**src/common/pcrc_pkg.sv**
```systemverilog
package pcrc_pkg;

  localparam int unsigned ADDR_W = 12;
  localparam int unsigned DATA_W = 32;

  // Register byte addresses on the APB
  localparam logic [11:0] ADDR_CTRL   = 12'h000;
  localparam logic [11:0] ADDR_TAPS   = 12'h004;
  localparam logic [11:0] ADDR_DATA   = 12'h008;
  localparam logic [11:0] ADDR_RESULT = 12'h00C;

  // Control/status field positions
  localparam int unsigned CTRL_IDLE_STOP = 13;
  localparam int unsigned CTRL_VALID_WORD_COUNT_LO  = 8;
  localparam int unsigned CTRL_VALID_WORD_COUNT_HI  = 12;
  localparam int unsigned CTRL_FULL      = 7;
  localparam int unsigned CTRL_EMPTY     = 6;
  localparam int unsigned CTRL_GO        = 4;
  localparam int unsigned CTRL_POLY_LENGTH_FIELD_HI   = 3;

  // Depth selection
  localparam logic [3:0] POLY_LENGTH_FIELD_DEEP_MAX = 4'h7;
  localparam logic [4:0] DEPTH_SHORT   = 5'h10;
  localparam logic [4:0] DEPTH_LONG    = 5'h08;

  // Reset values
  localparam logic [3:0]  POLY_LENGTH_FIELD_RST  = 4'h0;
  localparam logic [15:0] TAPS_RST  = 16'h0000;
  localparam logic [15:0] CRC_RST   = 16'h0000;
  localparam logic [4:0]  COUNT_RST = 5'h00;

  typedef struct packed {
    logic       idle_stop;
    logic       go;
    logic [3:0] poly_length_field;
  } pcrc_ctrl_t;

  typedef struct packed {
    logic [11:0] addr;
    logic        write;
    logic [31:0] wdata;
    logic [3:0]  strb;
  } pcrc_apb_req_t;

endpackage

```
**src/core/pcrc_top.sv**
```systemverilog
// Summary of operation
// - Taps from mask bits 15..1, separate length
// - Length field holds polynomial length minus one
// - x^0 always applied; x^16 implied at 16
// - FIFO depth 8 if length over 8, else 16
// - Byte writes allowed; data written before shifting
// - Count increments when word MSb byte written
// - Shift only when started and count nonzero
// - Count decrements per word; run until zero
// - One bit per clock, length times words
// - Full at depth, empty at zero count
// - Write while full wraps count, no interrupt
// - Interrupt when count goes one to zero
// - Start enables; clear stops after FIFO empty
// - Sleep freezes state, resumes afterwards
// - Idle-stop set: idle acts as sleep
// - Status: count 12-8, full 7, empty 6
`timescale 1ns/1ps
module pcrc_top
  import pcrc_pkg::*;
#(
  parameter int unsigned FIFO_MAX = 16
)(
  input  wire logic                       clk,        // 40 MHz clock
  input  wire logic                       rst,        // Async reset, high
  input  wire logic                       psel,       // APB select
  input  wire logic                       penable,    // APB enable
  input  wire logic                       pwrite,     // APB direction
  input  wire logic [pcrc_pkg::ADDR_W-1:0] paddr,     // APB address
  input  wire logic [pcrc_pkg::DATA_W-1:0] pwdata,    // APB write data
  input  wire logic [3:0]                 pstrb,      // APB byte strobes
  output logic      [pcrc_pkg::DATA_W-1:0] prdata,    // APB read data
  output logic                            pready,     // APB ready
  output logic                            pslverr,    // APB error
  input  wire logic                       sleep_mode, // Device asleep
  input  wire logic                       idle_mode,  // Device idle
  output logic                            crc_irq     // Count 1->0 pulse
);
  import pcrc_pkg::*;

  pcrc_ctrl_t    ctrl;
  pcrc_apb_req_t req;
  logic [15:1]   taps;
  logic [15:0]   crc;
  logic [15:0]   stage;
  logic [15:0]   fifo_mem [FIFO_MAX];
  logic [3:0]    wr_ptr;
  logic [3:0]    rd_ptr;
  logic [4:0]    count;
  logic [3:0]    bit_idx;
  logic          running;

  // Request carrier
  assign req.addr  = paddr;
  assign req.write = pwrite;
  assign req.wdata = pwdata;
  assign req.strb  = pstrb;

  // Bus decode
  wire hit_ctrl   = (req.addr == ADDR_CTRL);
  wire hit_taps   = (req.addr == ADDR_TAPS);
  wire hit_data   = (req.addr == ADDR_DATA);
  wire hit_result = (req.addr == ADDR_RESULT);
  wire hit_any    = hit_ctrl | hit_taps | hit_data | hit_result;
  wire setup_ph   = psel & ~penable;
  wire access_ph  = psel & penable & pready;
  wire wr_acc     = access_ph & req.write & hit_any;

  // Depth and fill state
  wire        long_poly = (ctrl.poly_length_field > POLY_LENGTH_FIELD_DEEP_MAX);
  wire [4:0]  depth     = long_poly ? DEPTH_LONG : DEPTH_SHORT;
  wire [3:0]  last_slot = 4'(depth - 5'h01);
  wire        is_full   = (count == depth);
  wire        is_empty  = (count == COUNT_RST);

  // Data port: a word completes when the lane holding its MSb is written
  wire        msb_lane  = long_poly;
  wire        lane0_wr  = wr_acc & hit_data & req.strb[0];
  wire        lane1_wr  = wr_acc & hit_data & req.strb[1];
  wire [15:0] merged    = {lane1_wr ? req.wdata[15:8] : stage[15:8],
                           lane0_wr ? req.wdata[7:0]  : stage[7:0]};
  wire        push      = msb_lane ? lane1_wr : lane0_wr;
  wire        wrap      = push & is_full;

  // Power save: freezes the engine, bus stays live
  wire        hold      = sleep_mode | (idle_mode & ctrl.idle_stop);

  // Shifter
  wire        shift_en  = running & ~is_empty & ~hold;
  wire [15:0] head      = fifo_mem[rd_ptr];
  wire        data_bit  = head[bit_idx];
  wire        word_end  = shift_en & (bit_idx == 4'h0);
  wire        pop       = word_end & ~wrap;
  wire        do_push   = push & ~wrap;

  // CRC engine: length-masked LFSR
  wire [15:0] len_mask  = 16'((17'h0_0002 << ctrl.poly_length_field) - 17'h0_0001);
  wire [15:0] poly      = {taps[15:1], 1'b1};
  wire        fb        = crc[ctrl.poly_length_field] ^ data_bit;
  wire [15:0] crc_shl   = {crc[14:0], 1'b0};
  wire [15:0] next_crc  = (crc_shl ^ (fb ? poly : 16'h0000)) & len_mask;

  wire [4:0]  next_count =
    wrap              ? COUNT_RST :
    (do_push & ~pop)  ? 5'(count + 5'h01) :
    (pop & ~do_push)  ? 5'(count - 5'h01) :
                        count;

  // Count may drop from one only through a pop, never through a wrap
  wire        next_irq  = pop & ~do_push & (count == 5'h01);

  // Run latch: a cleared start bit still lets the FIFO drain
  wire        next_running = ctrl.go | (running & ~is_empty);

  // Read mux
  wire [31:0] ctrl_rd;
  assign ctrl_rd = {18'h0_0000, ctrl.idle_stop, count, is_full, is_empty,
                    1'b0, ctrl.go, ctrl.poly_length_field};
  wire [31:0] rd_val =
    hit_ctrl                ? ctrl_rd :
    hit_taps                ? {16'h0000, taps, 1'b0} :
    (hit_data | hit_result) ? {16'h0000, crc} :
                              32'h0000_0000;

  // APB answer: one access cycle, prepared in setup
  always_ff @(posedge clk or posedge rst)
  begin
    if (rst)
    begin
      pready  <= 1'b0;
      pslverr <= 1'b0;
      prdata  <= 32'h0000_0000;
    end
    else
    begin
      pready  <= setup_ph;
      pslverr <= setup_ph & ~hit_any;
      prdata  <= (setup_ph & ~req.write) ? rd_val : 32'h0000_0000;
    end
  end

  // Control register
  always_ff @(posedge clk or posedge rst)
  begin
    if (rst)
    begin
      ctrl.idle_stop <= 1'b0;
      ctrl.go        <= 1'b0;
      ctrl.poly_length_field      <= POLY_LENGTH_FIELD_RST;
    end
    else if (wr_acc & hit_ctrl)
    begin
      if (req.strb[1])
        ctrl.idle_stop <= req.wdata[CTRL_IDLE_STOP];
      if (req.strb[0])
      begin
        ctrl.go   <= req.wdata[CTRL_GO];
        ctrl.poly_length_field <= req.wdata[CTRL_POLY_LENGTH_FIELD_HI:0];
      end
    end
  end

  // Tap mask
  always_ff @(posedge clk or posedge rst)
  begin
    if (rst)
      taps <= TAPS_RST[15:1];
    else if (wr_acc & hit_taps)
    begin
      if (req.strb[0])
        taps[7:1] <= req.wdata[7:1];
      if (req.strb[1])
        taps[15:8] <= req.wdata[15:8];
    end
  end

  // Staging for byte-wise word assembly
  always_ff @(posedge clk or posedge rst)
  begin
    if (rst)
      stage <= 16'h0000;
    else if (lane0_wr | lane1_wr)
      stage <= merged;
  end

  // FIFO storage, no reset needed
  always_ff @(posedge clk)
  begin
    if (do_push)
      fifo_mem[wr_ptr] <= merged & len_mask;
  end

  // Pointers and count
  always_ff @(posedge clk or posedge rst)
  begin
    if (rst)
    begin
      wr_ptr <= 4'h0;
      rd_ptr <= 4'h0;
      count  <= COUNT_RST;
    end
    else
    begin
      count <= next_count;
      if (wrap)
      begin
        wr_ptr <= 4'h0;
        rd_ptr <= 4'h0;
      end
      else
      begin
        if (do_push)
          wr_ptr <= (wr_ptr >= last_slot) ? 4'h0 : 4'(wr_ptr + 4'h1);
        if (pop)
          rd_ptr <= (rd_ptr >= last_slot) ? 4'h0 : 4'(rd_ptr + 4'h1);
      end
    end
  end

  // Bit index walks poly_length_field..0 per word; tracks poly_length_field when stopped
  always_ff @(posedge clk or posedge rst)
  begin
    if (rst)
      bit_idx <= POLY_LENGTH_FIELD_RST;
    else if (wrap | ~shift_en & ~hold | word_end)
      bit_idx <= ctrl.poly_length_field;
    else if (shift_en)
      bit_idx <= 4'(bit_idx - 4'h1);
  end

  // Run state freezes while held
  always_ff @(posedge clk or posedge rst)
  begin
    if (rst)
      running <= 1'b0;
    else if (~hold)
      running <= next_running;
  end

  // CRC result; software may seed it through the result offset
  always_ff @(posedge clk or posedge rst)
  begin
    if (rst)
      crc <= CRC_RST;
    else if (wr_acc & hit_result)
      crc <= req.wdata[15:0] & len_mask;
    else if (shift_en)
      crc <= next_crc;
  end

  // Interrupt pulse is held off by power save, since a pop needs shift_en
  always_ff @(posedge clk or posedge rst)
  begin
    if (rst)
      crc_irq <= 1'b0;
    else
      crc_irq <= next_irq;
  end

endmodule

```
**config.mk**
```make
export PLATFORM = sky130hd
export DESIGN_NAME = pcrc_top
export DESIGN_NICKNAME = d
export VERILOG_FILES = /design/src/common/pcrc_pkg.sv /design/src/core/pcrc_top.sv
export SDC_FILE = /design/constraint.sdc
export NUM_CORES = 1
export LEC_CHECK = 0
export ABC_AREA = 1
export ABC_CLOCK_PERIOD_IN_PS = 3300
export BUFFER_PORTS_ARGS = -buffer_cell sky130_fd_sc_hd__buf_2
export CAP_MARGIN = 20
export CORE_UTILIZATION = 55
export DETAILED_ROUTE_END_ITERATION = 10
export PLACE_DENSITY = 0.84
export SYNTH_ARGS = -nofsm -noshare
export SYNTH_HDL_FRONTEND = slang
export SYNTH_SLANG_ARGS = --single-unit
```
**constraint.sdc**
```tcl
create_clock -name clk -period 3.3 [get_ports clk]
set_input_delay 0.66 -clock clk [delete_from_list [all_inputs] [get_ports clk]]
set_output_delay 0.66 -clock clk [all_outputs]
set_load 0.02 [all_outputs]
```
Yosys cells after proc, flatten, opt, wreduce, memory -nomap -nowiden:

Memory sizes are Yosys's and may differ from the RTL's.
Index checks and enable logic that the tools add are counted.

* bits in writable memories: 256
* bits in read-only memories: 0
* bits in latches: 0
* input port bits: 55
* register bits: 90
* output and inout port bits: 35
* memories: 1

Memory list
* fifo_mem: depth 16, width 16, read ports 1, clocked after Yosys merged registers in 0, write ports 1, line pcrc_top.sv:46 `logic [15:0] fifo_mem [FIFO_MAX];`

* add/sub/neg operators: 7
* bitwise gates (word level): 47
* $mul: 0
* mux-type cells: 28
* div/mod/pow operators: 0
* shifts and indexed selects: 1
* reductions and logical operators: 12
* $lt $le $gt $ge: 5
* eq/ne operators: 5

Operator list (number)
* $mux 16: 7
* $and 16x16->16: 3
* $mux 4: 8
* $and 1x1->1: 24
* $eq 12x4->1 const B: 2
* $mux 5: 4
* $mux 8: 2
* $shl 2x4->16 const A: 1
* $sub 16x1->16 const B: 1
* $xor 16x16->16: 1
* $eq 12x3->1 const B: 1
* $logic_not 12->1: 1
* $lt 4x5->1 const B: 2
* $not 1->1: 9
* $or 1x1->1: 9
* $add 4x1->4 const B: 2
* $bmux 1 s4: 2
* $ge 4x4->1: 2
* $reduce_and 2->1: 4
* $reduce_bool 2->1: 4
* $sub 4x1->4 const B: 2
* $add 5x1->5 const B: 1
* $eq 5x1->1 const B: 1
* $eq 5x5->1: 1
* other kinds (7): 11

Longest topological paths before layout:

* word-level depth: 16
* gate-level depth with buffers: 25

Worst setup path after synthesis:

OpenSTA, ideal clock, no wires.

* kind: input-to-reg
* from: input port paddr[1] in the netlist's numbering
* to: memory fifo_mem[0][0], enable pin
* cell stages on the path: 9
* library setup time: 0.388 ns
* arrival: 2.346 ns
* setup slack: 0.566 ns
* cells stage by stage: nor2_1 -> nand3_1 -> nor3_2 -> nand3_1 -> nand2_1 -> nand2_2 -> nor2_4 -> nand2_1 -> nor2_1

* longest elaborated chain between the ends: 13
* elaborated cells between the ends (all ways): 17
* classes of those cells: eq/ne: 3; mux: 3; bitwise: 10; reduce/logical: 1

RTL lines
* start: declaration: line pcrc_top.sv:29 `input wire logic [pcrc_pkg::ADDR_W-1:0] paddr,`
* $eq 12x3->1 or $logic_not 12->1 (tied branches): line pcrc_top.sv:61, pcrc_top.sv:60
* $or 1x1->1 (3 in series): line pcrc_top.sv:64 `wire hit_any = hit_ctrl | hit_taps | hit_data | hit_result;`
* $and 1x1->1: line pcrc_top.sv:67 `wire wr_acc = access_ph & req.write & hit_any;`
* $and 1x1->1 (*): line pcrc_top.sv:78, pcrc_top.sv:79
* $and 1x1->1 (on tied branches): line pcrc_top.sv:78, pcrc_top.sv:79
* $mux 1 (*): line pcrc_top.sv:82 `wire push = msb_lane ? lane1_wr : lane0_wr;`
* $and 1x1->1: line pcrc_top.sv:83 `wire wrap = push & is_full;`
* $not 1->1: line pcrc_top.sv:94 `wire do_push = push & ~wrap;`
* $and 1x1->1 (*): line pcrc_top.sv:94
* $mux 1 (*): line pcrc_top.sv:189 `if (do_push)`
* $mux 1 (implied by the code) (*): line pcrc_top.sv:190 `fifo_mem[wr_ptr] <= merged & len_mask;`
* end: declaration: line pcrc_top.sv:46

Mark *: on every way between the ends. The rest lies on a longest branch, timed or not.

Worst setup path in the final report:

* from: register ctrl[0] in the netlist's numbering
* to: memory fifo_mem[3][15], data pin

* longest elaborated chain between the ends: 3

RTL lines
* start: declaration: line pcrc_top.sv:41 `pcrc_ctrl_t ctrl;`
* $shl 2x4->16: line pcrc_top.sv:97 `wire [15:0] len_mask = 16'((17'h0_0002 << ctrl.poly_length_field) - 17'h0_0001);`
* $sub 16x1->16: line pcrc_top.sv:97
* $and 16x16->16: line pcrc_top.sv:190

No other way between the ends.

==> flow_metrics.env <==
export IMPL_stdcell_count=2145
export IMPL_remaining_drc_errors=0
export IMPL_portBuffers=55
export IMPL_rsz0062_at_grt="no"
export IMPL_holdCritPathClass="input pin to async pin"
export IMPL_crit_required_ps=3500
export IMPL_synth_enable_flop_cells=256
export IMPL_synth_fa_ha_area_share_pct=1.10
export IMPL_cts_buffers=36
export IMPL_crit_chain="nor2_1 > inv_1 > nor2_1 > inv_1 > ha_1 > inv_1 > nor2_1 > inv_1 > nor2_1 > inv_1 > a211oi_2 > o221ai_1 > xor2_1 > nor2_1"
export IMPL_cts_hold_buffers=0
export IMPL_cts_htree_levels=2
export IMPL_hold_ws_ps=214
export IMPL_clk_pin_slew_ps=60
export IMPL_finalSetupViolations=0
export IMPL_maxSlewHeadroom_pct=37.8
export IMPL_clkPwrFrac_pct=32.2
export IMPL_critPathKind="register to register"
export IMPL_grt_start_max_net_pins=133
export IMPL_endpoint_kind="register"
export IMPL_critPathSlowestCell="nor2_1"
export IMPL_fin_util_pct=62.6
export IMPL_drtIter0Drc=1510
export IMPL_setup_tns_ps=0
export IMPL_synth_area_leaders="edfxtp_1, dfrtp_1, nand2_1, nand3_1, inv_1"
export IMPL_clock_path_buffers=3
export IMPL_hold_viol_final=0
export IMPL_vias_per_cell=5.84
export IMPL_cts_sinks=346
export IMPL_power_total_w=0.0118
export IMPL_gr_total_overflow=0
export IMPL_num_vias=12500
export IMPL_ys_seq_area_share_pct=62.2
export IMPL_core_um2=28600
export IMPL_track_usage_pct=29.3
export IMPL_placed_cells=2077
export IMPL_syn_avg_cell_area_um2=9.66
export IMPL_synth_seq_cells=346
export IMPL_yosysMostFrequentCell="nand2_1"
export IMPL_layout_min_cycle_time_ps=3040
export IMPL_layout_drive_gt1_share_pct=11.9
export IMPL_maxSlewViolCount=0
export IMPL_syn_area_um2=16000
export IMPL_peakVddDrop_uv=515
export IMPL_start_util_pct=55.8
export IMPL_synth_compound_area_share_pct=5.51
export IMPL_yosysTopAreaCellShare_pct=48.1
export IMPL_rows=62
export IMPL_fin_skew_ps=26.3
export IMPL_die_x_um=172
export IMPL_die_area_um2=29700
export IMPL_crit_fanout=16
export IMPL_ys_flop_type="edfxtp_1"
export IMPL_outcome="finished, final reports clean"
export IMPL_synth_area_leader_cell="edfxtp_1"
export IMPL_antenna_cells=0
export IMPL_synth_top_family_by_area="simple AND/OR/NAND/NOR gates"
export IMPL_routed_wl_mm=42.2
export IMPL_cts_tree="built"
export IMPL_gp_congestion=0.949
export IMPL_postCtsSetupBuffers=0
export IMPL_insertion_delay_ps=530
export IMPL_grt_pass1_vias=12100
export IMPL_period_share_pct=92.1
export IMPL_cp_top_family="simple AND/OR/NAND/NOR gates"
export IMPL_yosys_area_share_simple_pct=23.6
export IMPL_power_frac_comb_pct=26.8
export IMPL_synthMuxAreaShare_pct=0
export IMPL_synth_cell_types=40
export IMPL_drv_cap=0
export IMPL_ios=90
export IMPL_synth_xor_area_share_pct=0.384
export IMPL_post_drt_wl_per_cell_um=19.7
export IMPL_power_frac_seq_pct=41.0
export IMPL_root_buffer="clkbuf_16"
export IMPL_drtAntennaViolNets=0
export IMPL_hpwl_mm=25.3
export IMPL_switching_power_w=0.00397
export IMPL_worst_pin_slew_ps=929
export IMPL_power_leakage_nw=7.47
export IMPL_fp_dieH_um=172
export IMPL_dr_pass1_iters=5
export IMPL_start_kind="register"
export IMPL_yosysWarnings=0
export IMPL_postCtsResizedCells=0
export IMPL_cp_arrival_ps=3240
export IMPL_power_density_nw_per_um2=656
export IMPL_synthCells=1655
export IMPL_async_flop_share_pct=26.0
export IMPL_path_buf_inv=5
export IMPL_fmaxAchievable_ghz=0.329
export IMPL_max_stage_delay_ps=660
export IMPL_area_delta_synth_final_pct=12.1
export IMPL_p_int_w=0.00778
export IMPL_antenna_found_initial=0
export IMPL_grt_first_pass_wirelength_mm=65.3
export IMPL_nets=1803
export IMPL_switching_share_pct=33.8
export IMPL_synth_commonest_cells="nand2_1, edfxtp_1, nand3_1, inv_1, dfrtp_1"
-- final timing paths --
path	slack (ps)	from	cells after the start	end
hold / removal	210	rst	2	taps[3]
setup reg to reg	260	ctrl[0]	14	fifo_mem[3][15]
max in group asynchronous	2360	rst	3	crc[10]
hold reg to reg	480	stage[3]	2	stage[3]
min in group clk	340	penable	2	pready
setup / recovery	260	ctrl[0]	14	fifo_mem[3][15]
-- cell type report --
type | instances | area (um2)
fill | 2206 | 10700
sequential | 346 | 9940
multi-input combinational | 1079 | 4980
clock buffer | 46 | 980
timing repair buffer | 117 | 828
inverter | 154 | 581
tap | 384 | 480
clock inverter | 19 | 115
-- per-layer routing --
| layer | track usage, % | vias to the layer above | share of wire [%] |
|---|---|---|---|
| li1 | - | 5687 | - |
| met3 | 4.90 | 147 | 9.4 |
| met1 | 37.1 | 5949 | 38 |
| met2 | 48.2 | 754 | 48 |
| met4 | 15.7 | 0 | 4.5 |
| met5 | 0 | - | 0 |
-- through the flow --
| stage | instance area (um2) | worst slack, ps |
|---|---|---|
| 3_5_place_dp | 16800 | 245 |
| 2_1_floorplan | 16000 | 305 |
| 6_report | 17900 | 262 |
| 3_3_place_gp | 16800 | 413 |
| 5_1_grt | 17900 | 1.39 |
| 4_1_cts | 17900 | 292 |
-- sequential cells by signal, summed over array words and instances (netlist names) --
name and cells:
bit_idx 4, count 5, crc 16, crc_irq 1, ctrl 6, fifo_mem 256, prdata 16, pready 1
pslverr 1, rd_ptr 4, running 1, stage 16, taps 15, wr_ptr 4
-- cell families after synthesis --
group	count (synthesis)
AO/OA/AOI/OAI	151
XOR/XNOR	7
adder cells (fa/ha/maj)	14
buffers and inverters	245
flip-flops	346
other	1
AND/OR/NAND/NOR	891
-- placed cells by master (no fill, tap or decap), types with 3 or more instances in the layout --
| cell type | instances |
|---|---|
| o211ai_1 | 5 |
| clkbuf_16 | 37 |
| inv_1 | 144 |
| o21ai_0 | 60 |
| nor2_2 | 17 |
| o21ai_1 | 5 |
| nand2_1 | 542 |
| conb_1 | 16 |
| a211oi_1 | 16 |
| nand3_2 | 3 |
| buf_4 | 55 |
| nand2_2 | 3 |
| edfxtp_1 | 256 |
| xor2_1 | 5 |
| nand4_1 | 18 |
| nor3_1 | 4 |
| nor2_1 | 64 |
| o221ai_1 | 3 |
| nand3_1 | 233 |
| ha_1 | 14 |
| clkbuf_1 | 7 |
| dfrtp_1 | 88 |
| a21oi_1 | 30 |
| buf_2 | 55 |
| o22ai_1 | 25 |
| inv_2 | 5 |
| clkinv_1 | 9 |
| clkinv_2 | 9 |
| buf_12 | 7 |
-- power by group through the flow --
stage               sequential, W  combinational [W]  clock [W]
floorplan                 0.00484            0.00239          0
global placement          0.00489            0.00291          0
detailed placement        0.00490            0.00304          0
CTS                       0.00481            0.00310    0.00381
global route              0.00482            0.00346    0.00401
finish                    0.00482            0.00315    0.00378
Note: power is estimated with default switching activity, not from simulation.
